===== src/sbml_cfg.svh =====
`ifndef SBML_CFG_SVH
`define SBML_CFG_SVH
`define SBML_OFF_CTRL 8'h00
`define SBML_OFF_STATUS 8'h04
`define SBML_OFF_TDIV 8'h08
`define SBML_OFF_ERROPT 8'h0c
`define SBML_OFF_SAMASK 8'h10
`define SBML_OFF_MCMASK 8'h14
`define SBML_OFF_BUFSTART 8'h18
`define SBML_OFF_BUFSIZE 8'h1c
`define SBML_OFF_WRPOS 8'h20
`define SBML_OFF_TIME 8'h24
`define SBML_CTRL_EN 0
`define SBML_CTRL_OVFIE 1
`define SBML_ST_OVF 0
`define SBML_ST_DMAERR 1
`define SBML_ST_BUSY 2
`define SBML_ERR_MC 1
`define SBML_ERR_UNEXP 2
`define SBML_ERR_MANPAR 3
`define SBML_WS_OK 2'h0
`define SBML_WS_MANCH 2'h1
`define SBML_WS_PARITY 2'h2
`define SBML_TIME_MARK 8'h80
`define SBML_ENTRY_BYTES 32'h00000008
`define SBML_HALF_BYTES 32'h00000004
`define SBML_TICK_NS 1000
`define SBML_CLK_NS 10
`define SBML_TICK_CYC (`SBML_TICK_NS / `SBML_CLK_NS)
`endif


===== src/sbml_pkg.sv =====
package sbml_pkg;
  typedef struct packed {
    logic bus_b;
    logic [1:0] status;
    logic is_sync;
    logic is_command;
    logic bad_mode_code;
    logic unexp_data;
    logic [15:0] data;
  } sbml_word_t;

  typedef struct packed {
    logic req;
    logic [31:0] addr;
    logic [31:0] wdata;
  } sbml_mem_t;

  typedef enum logic [1:0] {
    SBML_IDLE = 2'b00,
    SBML_WR_TIME = 2'b01,
    SBML_WR_DATA = 2'b10
  } sbml_state_t;
endpackage : sbml_pkg


===== src/sbml_top.sv =====
// Design decisions made here: the address map and the strobed register port.
`timescale 1ns/100ps
`include "sbml_cfg.svh"

// Summary of operation
// - Time advances every divider plus one ticks.
// - Error option bits 1..3 select error logging.
// - One subaddress mask bit per subaddress.
// - Mode code mask filters mode commands.
// - Time half: bit31 one, time tag.
// - Data half: zero top, bit19 bus.
// - Bits 18:17 carry word status.
// - Bit16 word type, low 16 data.
// - Enable starts logging and interrupts.
// - Disabled monitor ignores bus, only memory error interrupts.
// - Time counter readable by host.
// - Counter wrap sets sticky overflow flag.
// - Overflow interrupt when enabled.
// - Each word writes time then data.
// - Log memory error raises interrupt.
// - Base tick is one microsecond.
module sbml_top (
  // Clock and reset
  input wire logic clk,
  input wire logic rst,
  // Register port
  input wire logic [7:0] reg_addr,
  input wire logic [31:0] reg_wdata,
  input wire logic reg_wr,
  input wire logic reg_rd,
  output logic [31:0] reg_rdata,
  // Decoded bus words
  input wire logic word_valid,
  input wire sbml_pkg::sbml_word_t word_in,
  // Log memory write port
  output sbml_pkg::sbml_mem_t mem_out,
  input wire logic mem_ack,
  input wire logic mem_err,
  // Interrupt
  output logic irq
);
  import sbml_pkg::*;

  logic enable;
  logic next_enable;
  logic ovf_ie;
  logic next_ovf_ie;
  logic [7:0] time_div;
  logic [7:0] next_time_div;
  logic [3:1] err_opt;
  logic [3:1] next_err_opt;
  logic [31:0] sa_mask;
  logic [31:0] next_sa_mask;
  logic [31:0] mc_mask;
  logic [31:0] next_mc_mask;
  logic [31:0] buf_start;
  logic [31:0] next_buf_start;
  logic [31:0] buf_size;
  logic [31:0] next_buf_size;
  logic [6:0] pre_cnt;
  logic [6:0] next_pre_cnt;
  logic [7:0] div_cnt;
  logic [7:0] next_div_cnt;
  logic [23:0] time_tag;
  logic [23:0] next_time_tag;
  logic ovf_flag;
  logic next_ovf_flag;
  logic dma_flag;
  logic next_dma_flag;
  logic [31:0] next_reg_rdata;
  logic next_irq;

  sbml_state_t state;
  sbml_state_t next_state;
  logic xfer_keep;
  logic next_xfer_keep;
  logic [31:0] entry_data;
  logic [31:0] next_entry_data;
  logic [31:0] wr_pos;
  logic [31:0] next_wr_pos;
  sbml_mem_t next_mem_out;

  logic dma_fail;
  logic take;
  logic cmd_keep;
  logic [4:0] sub_addr;
  logic [4:0] mode_code;
  logic is_mode;
  logic [31:0] pos_step;
  logic [31:0] size_al;

  assign dma_fail = mem_out.req & mem_err;
  assign sub_addr = word_in.data[9:5];
  assign mode_code = word_in.data[4:0];
  // Subaddresses 0 and 31 carry mode commands.
  assign is_mode = (sub_addr == 5'h00) | (sub_addr == 5'h1f);
  assign cmd_keep = sa_mask[sub_addr] & (~is_mode | mc_mask[mode_code]);
  // Low size bits are dropped so the buffer holds only whole 8-byte entries.
  assign size_al = {buf_size[31:3], 3'h0};
  assign pos_step = wr_pos + `SBML_ENTRY_BYTES;

  // Configuration, time base and status.
  always_comb
  begin
    next_enable = enable;
    next_ovf_ie = ovf_ie;
    next_time_div = time_div;
    next_err_opt = err_opt;
    next_sa_mask = sa_mask;
    next_mc_mask = mc_mask;
    next_buf_start = buf_start;
    next_buf_size = buf_size;
    next_pre_cnt = pre_cnt;
    next_div_cnt = div_cnt;
    next_time_tag = time_tag;
    next_ovf_flag = ovf_flag;
    next_dma_flag = dma_flag;
    next_reg_rdata = 32'h00000000;
    if (reg_wr)
    begin
      case (reg_addr)
        `SBML_OFF_CTRL:
        begin
          next_enable = reg_wdata[`SBML_CTRL_EN];
          next_ovf_ie = reg_wdata[`SBML_CTRL_OVFIE];
        end
        `SBML_OFF_STATUS:
        begin
          if (reg_wdata[`SBML_ST_OVF])
            next_ovf_flag = 1'b0;
          if (reg_wdata[`SBML_ST_DMAERR])
            next_dma_flag = 1'b0;
        end
        `SBML_OFF_TDIV: next_time_div = reg_wdata[7:0];
        `SBML_OFF_ERROPT: next_err_opt = reg_wdata[3:1];
        `SBML_OFF_SAMASK: next_sa_mask = reg_wdata;
        `SBML_OFF_MCMASK: next_mc_mask = reg_wdata;
        `SBML_OFF_BUFSTART: next_buf_start = reg_wdata;
        `SBML_OFF_BUFSIZE: next_buf_size = reg_wdata;
        default: ;
      endcase
    end
    // One base tick per microsecond, then the divider stretches it.
    if (pre_cnt == 7'(`SBML_TICK_CYC - 1))
    begin
      next_pre_cnt = 7'h00;
      // Greater-or-equal keeps a lowered divider from stalling the count for a full lap.
      if (div_cnt >= time_div)
      begin
        next_div_cnt = 8'h00;
        next_time_tag = time_tag + 24'h000001;
        // A second wrap before the clear is merged into the same flag.
        if (&time_tag)
          next_ovf_flag = 1'b1;
      end
      else
        next_div_cnt = div_cnt + 8'h01;
    end
    else
      next_pre_cnt = pre_cnt + 7'h01;
    // The error wins over a host write that re-enables in the same cycle.
    if (dma_fail)
    begin
      next_dma_flag = 1'b1;
      next_enable = 1'b0;
    end
    if (reg_rd)
    begin
      case (reg_addr)
        `SBML_OFF_CTRL: next_reg_rdata = {30'h0, ovf_ie, enable};
        `SBML_OFF_STATUS: next_reg_rdata = {29'h0, state != SBML_IDLE, dma_flag, ovf_flag};
        `SBML_OFF_TDIV: next_reg_rdata = {24'h0, time_div};
        `SBML_OFF_ERROPT: next_reg_rdata = {28'h0, err_opt, 1'b0};
        `SBML_OFF_SAMASK: next_reg_rdata = sa_mask;
        `SBML_OFF_MCMASK: next_reg_rdata = mc_mask;
        `SBML_OFF_BUFSTART: next_reg_rdata = buf_start;
        `SBML_OFF_BUFSIZE: next_reg_rdata = buf_size;
        `SBML_OFF_WRPOS: next_reg_rdata = wr_pos;
        `SBML_OFF_TIME: next_reg_rdata = {8'h00, time_tag};
        default: next_reg_rdata = 32'h00000000;
      endcase
    end
    // The overflow source is gated by the enable, the memory error is not,
    // so a stop caused by the error is still reported.
    next_irq = (enable & ovf_ie & ovf_flag) | dma_flag;
  end

  always_ff @(posedge clk)
  begin
    if (rst)
    begin
      enable <= 1'b0;
      ovf_ie <= 1'b0;
      time_div <= 8'h00;
      err_opt <= 3'h0;
      sa_mask <= 32'h00000000;
      mc_mask <= 32'h00000000;
      buf_start <= 32'h00000000;
      buf_size <= 32'h00000000;
      pre_cnt <= 7'h00;
      div_cnt <= 8'h00;
      time_tag <= 24'h000000;
      ovf_flag <= 1'b0;
      dma_flag <= 1'b0;
      reg_rdata <= 32'h00000000;
      irq <= 1'b0;
    end
    else
    begin
      enable <= next_enable;
      ovf_ie <= next_ovf_ie;
      time_div <= next_time_div;
      err_opt <= next_err_opt;
      sa_mask <= next_sa_mask;
      mc_mask <= next_mc_mask;
      buf_start <= next_buf_start;
      buf_size <= next_buf_size;
      pre_cnt <= next_pre_cnt;
      div_cnt <= next_div_cnt;
      time_tag <= next_time_tag;
      ovf_flag <= next_ovf_flag;
      dma_flag <= next_dma_flag;
      reg_rdata <= next_reg_rdata;
      irq <= next_irq;
    end
  end

  // Word filter and log writer.
  always_comb
  begin
    next_state = state;
    next_xfer_keep = xfer_keep;
    next_entry_data = entry_data;
    next_wr_pos = wr_pos;
    next_mem_out = mem_out;
    take = 1'b0;
    if (word_valid && enable)
    begin
      if (word_in.is_command)
        next_xfer_keep = cmd_keep;
      if (word_in.status != `SBML_WS_OK)
        take = err_opt[`SBML_ERR_MANPAR];
      else if (word_in.bad_mode_code)
        take = err_opt[`SBML_ERR_MC];
      else if (word_in.unexp_data)
        take = err_opt[`SBML_ERR_UNEXP];
      else if (word_in.is_command)
        take = cmd_keep;
      else
        take = xfer_keep;
    end
    if (reg_wr && (reg_addr == `SBML_OFF_BUFSTART || reg_addr == `SBML_OFF_BUFSIZE))
      next_wr_pos = 32'h00000000;
    unique case (state)
      SBML_IDLE:
      begin
        // A word that arrives while an entry is being written is lost.
        if (take)
        begin
          next_entry_data = {12'h000, word_in.bus_b, word_in.status,
                             word_in.is_sync, word_in.data};
          next_mem_out.req = 1'b1;
          next_mem_out.addr = {buf_start[31:3], 3'h0} + wr_pos;
          next_mem_out.wdata = {`SBML_TIME_MARK, time_tag};
          next_state = SBML_WR_TIME;
        end
      end
      SBML_WR_TIME:
      begin
        if (mem_err)
        begin
          next_mem_out.req = 1'b0;
          next_state = SBML_IDLE;
        end
        else if (mem_ack)
        begin
          next_mem_out.addr = mem_out.addr + `SBML_HALF_BYTES;
          next_mem_out.wdata = entry_data;
          next_state = SBML_WR_DATA;
        end
      end
      SBML_WR_DATA:
      begin
        if (mem_err)
        begin
          next_mem_out.req = 1'b0;
          next_state = SBML_IDLE;
        end
        else if (mem_ack)
        begin
          next_mem_out.req = 1'b0;
          if (pos_step >= size_al)
            next_wr_pos = 32'h00000000;
          else
            next_wr_pos = pos_step;
          next_state = SBML_IDLE;
        end
      end
      default:
      begin
        next_mem_out.req = 1'b0;
        next_state = SBML_IDLE;
      end
    endcase
  end

  always_ff @(posedge clk)
  begin
    if (rst)
    begin
      state <= SBML_IDLE;
      xfer_keep <= 1'b0;
      entry_data <= 32'h00000000;
      wr_pos <= 32'h00000000;
      mem_out <= '0;
    end
    else
    begin
      state <= next_state;
      xfer_keep <= next_xfer_keep;
      entry_data <= next_entry_data;
      wr_pos <= next_wr_pos;
      mem_out <= next_mem_out;
    end
  end
endmodule : sbml_top


===== config.mk =====
export PLATFORM = sky130hd
export DESIGN_NAME = sbml_top
export DESIGN_NICKNAME = d
export VERILOG_FILES = /design/src/sbml_pkg.sv /design/src/sbml_top.sv
export VERILOG_INCLUDE_DIRS = /design/src
export SDC_FILE = /design/constraint.sdc
export NUM_CORES = 1
export LEC_CHECK = 0
export BUFFER_PORTS_ARGS = -buffer_cell sky130_fd_sc_hd__buf_4
export CORE_ASPECT_RATIO = 1.5
export CORE_MARGIN = 4
export CORE_UTILIZATION = 28
export CTS_BUF_LIST = sky130_fd_sc_hd__clkbuf_4 sky130_fd_sc_hd__clkbuf_8
export CTS_CLUSTER_SIZE = 16
export DETAILED_ROUTE_END_ITERATION = 12
export PLACE_DENSITY_LB_ADDON = 0.05
export RECOVER_POWER = 25
export REMOVE_ABC_BUFFERS = 1
export SKIP_CTS_REPAIR_TIMING = 1
export SYNTH_ARGS = -nofsm -noshare
export SYNTH_HDL_FRONTEND = slang
export SYNTH_SLANG_ARGS = --single-unit

===== constraint.sdc =====
create_clock -name clk -period 8.85 [get_ports clk]
set_clock_uncertainty 0.1 [all_clocks]
set_input_delay 1.3275 -clock clk [delete_from_list [all_inputs] [get_ports clk]]
set_output_delay 1.3275 -clock clk [all_outputs]
set_load 0.005 [all_outputs]

==> flow_summary.json <==
{
  "drive_above_1_share_pct": 13.55,
  "first_pass_iters": 6,
  "syn_inst": 2221,
  "synth_ff_type": "dfxtp_1",
  "wirelength_mm": 75.20,
  "setup_slack_ns": 2.176,
  "cts_made_buffers": 58,
  "num_rows": 111,
  "drtAntennaViolNets": 0,
  "synth_seq_area_share_pct": 38.15,
  "first_global_vias": 16366,
  "cp_slowest_cell": "clkbuf_1",
  "antenna_found_initial": 2,
  "cp_max_fo": 83,
  "whs_ns": 0.3546,
  "yosysWarnings": 0,
  "core_area_um2": 60970,
  "cts_sinks": 328,
  "violations": "max-capacitance violations, max-slew violations",
  "maxSlewViolCount": 278,
  "synth_top_area_cell": "dfxtp_1",
  "drv_cap": 4,
  "place_congestion": 0.8924,
  "grt_max_degree": 84,
  "crit_top_cell": "clkbuf_1",
  "worstPathCellList": "clkbuf_1, clkbuf_1, nor3_1, nand2_1, o21ai_1",
  "cp_data_required_time_ns": 9.32,
  "fin_crit_ns": 6.674,
  "clkTransAtPathRegs_ns": 0.07,
  "io_pins": 168,
  "synth_top_area_share_pct": 38.15,
  "crit_end": "wr_pos[26]",
  "clkLatencyLatePin_ns": 0.71,
  "initial_utilization_pct": 28.23,
  "slew_headroom_pct": -179.2,
  "vias": 16588,
  "die_w_um": 210.5,
  "crit_buf_inv": 2,
  "grt_use_total_pct": 22.17,
  "dieArea_um2": 65590,
  "max_freq_mhz": 149.8,
  "r2r_end": "wr_pos[9]",
  "critical_path_depth": 5,
  "drtIter0Drc": 1200,
  "ys_ff_latch": 328,
  "leakage_nw": 7.202,
  "crit_path_start_kind": "primary input",
  "tritoncts": "built",
  "reg2reg_depth": 19,
  "rsz0062_at_grt": "no",
  "arrival_ns": 7.15,
  "syn_area_per_cell_um2": 7.751,
  "grt_pass1_wl_mm": 110.7,
  "viasPerCell": 5.259,
  "tns_ns": 0,
  "timing.rr.start": "wr_pos[5]",
  "crit_family": "buffers and inverters",
  "htree_levels": 2,
  "hold_start": "entry_data[4]",
  "status": "finished with violations",
  "hold_path_class": "reg -> reg",
  "tightest_slew_ns": 4.188,
  "placed_cell_area_um2": 18990,
  "yosysUniqueCellTypes": 67,
  "finalSetupViolCount": 0,
  "crit_start": "rst",
  "post-synth-top-count-cell": "nand2_1",
  "syn_to_final_growth_pct": 18.20,
  "cts_root_buf": "clkbuf_8",
  "fin_area_um2": 20350,
  "ys_top_cells_by_area": "dfxtp_1 (38%), nand2_1 (11%), a21oi_1 (8.6%), ha_1 (5.2%), nor2_1 (3.6%)",
  "wire_per_inst_um": 23.84,
  "overflow": 0,
  "drc": 0,
  "dpl_worst_slack_ns": 3.166,
  "ys_top_cells_by_count": "nand2_1 (484), dfxtp_1 (328), a21oi_1 (295)",
  "post-dp-hpwl_mm": 53.50,
  "nets": 2458,
  "max_stage_delay_ns": 3.09,
  "p_per_area_nw_per_um2": 165.1,
  "rrSetupSlack_ns": 3.12,
  "worstSetupPathType": "in -> reg",
  "async_flop_share_pct": 0,
  "critPathCaptureType": "flip-flop",
  "period_share_pct": 75.41,
  "clockBufferDepth": 3,
  "irDropWorstVdd_uv": 145.9,
  "hold_violations": 0,
  "die_h_um": 311.7,
  "io_buffers": 160,
  "synth_area_um2": 17210,
  "synth-edff-count": 0
}
-- stage by stage --
step	utilization [%]	instances	power [mW]
after global routing	33.37	3154	3.480
after global placement	31.15	3047	1.629
after detailed placement	31.15	3047	1.628
after CTS	33.50	3153	3.415
final	33.37	3154	3.358
after floorplan	-	2075	1.535
-- routing by layer --
metal,GRT usage (%),share of wire (%)
met1,27.08,41
met2,39.89,51
met3,3.646,4.7
met4,6.472,2.9
met5,0,0.027
-- flip-flops by register name (all words and copies together) (netlist names), 8 cells and up --
name / cells
reg_rdata: 32
time_tag: 24
mc_mask: 32
mem_out: 58
buf_start: 32
time_div: 8
sa_mask: 32
div_cnt: 8
entry_data: 20
wr_pos: 32
buf_size: 32
-- cell usage in the layout, fill, tap and decap left out, types with 11 or more instances in the layout --
| cell type | count |
|---|---|
| ha_1 | 71 |
| and3_1 | 13 |
| mux2i_1 | 46 |
| o21ai_0 | 57 |
| nand2_1 | 481 |
| and2_1 | 13 |
| a311oi_1 | 23 |
| a21o_1 | 28 |
| dfxtp_1 | 328 |
| a22oi_1 | 35 |
| o21ai_1 | 11 |
| mux4_2 | 14 |
| nor2_1 | 160 |
| clkbuf_8 | 77 |
| nand4_1 | 19 |
| clkbuf_1 | 20 |
| or2_2 | 14 |
| nand2b_1 | 16 |
| buf_4 | 98 |
| xor2_1 | 30 |
| or3_1 | 12 |
| clkbuf_4 | 70 |
| a211oi_1 | 15 |
| clkinv_2 | 11 |
| xnor2_1 | 52 |
| a21oi_1 | 295 |
| a31oi_1 | 19 |
| nor3_1 | 54 |
| nor2b_1 | 11 |
| inv_1 | 61 |
| a222oi_1 | 22 |
| nand3_1 | 68 |
-- how the worst min path moves through the flow --
stage | endpoint | slack, ns | cells past startpoint
floorplan | pre_cnt[0] | 0.33 | 1
global placement | entry_data[10] | 0.34 | 2
detailed placement | entry_data[8] | 0.35 | 2
CTS | mem_out[4] | 0.35 | 2
global route | entry_data[12] | 0.37 | 2
finish | mem_out[4] | 0.35 | 2
-- cell type report --
cell class              count  area, um2
diodes                      1      2.502
clock buffers              84       1112
inverters                  61      229.0
multi-input cells        1686       9841
fillers                  6538      40620
well taps                 791      989.7
repair buffers            181       1284
flip-flops and latches    328       6566
clock inverters            22      322.8
-- worst register-to-register path, stage by stage, from the launching register on --
cell	delay [ns]
dfxtp_1	0.51
and3_1	0.23
and2_1	0.19
and3_1	0.23
nand3_1	0.28
nor3_1	0.86
nand3_1	0.27
xnor2_1	0.20
ha_1	0.19
a21o_1	0.15
a21o_1	0.17
a21o_1	0.18
a21o_1	0.17
a21oi_1	0.16
o211ai_1	0.17
or3_1	0.41
o22ai_2	0.40
buf_4	0.47
a21oi_1	0.15
o21ai_0	0.17
-- cells by family after synthesis --
logic type / share of synthesized area [%]
simple gates: 22.87
compound gates: 19.92
flops: 38.15
buf+inv: 5.081
xor+xnor: 4.172
fa+ha+maj: 5.277
mux: 4.506
other cells: 0.02178
-- where the power goes --
group / switching, mW / total (mW) / internal, mW
combinational: 0.0790 / 0.114 / 0.0347
sequential: 0.00201 / 1.48 / 1.48
clock: 0.721 / 1.76 / 1.04
total: 0.802 / 3.36 / 2.56
No activity file was read; power rests on OpenSTA's default activity.
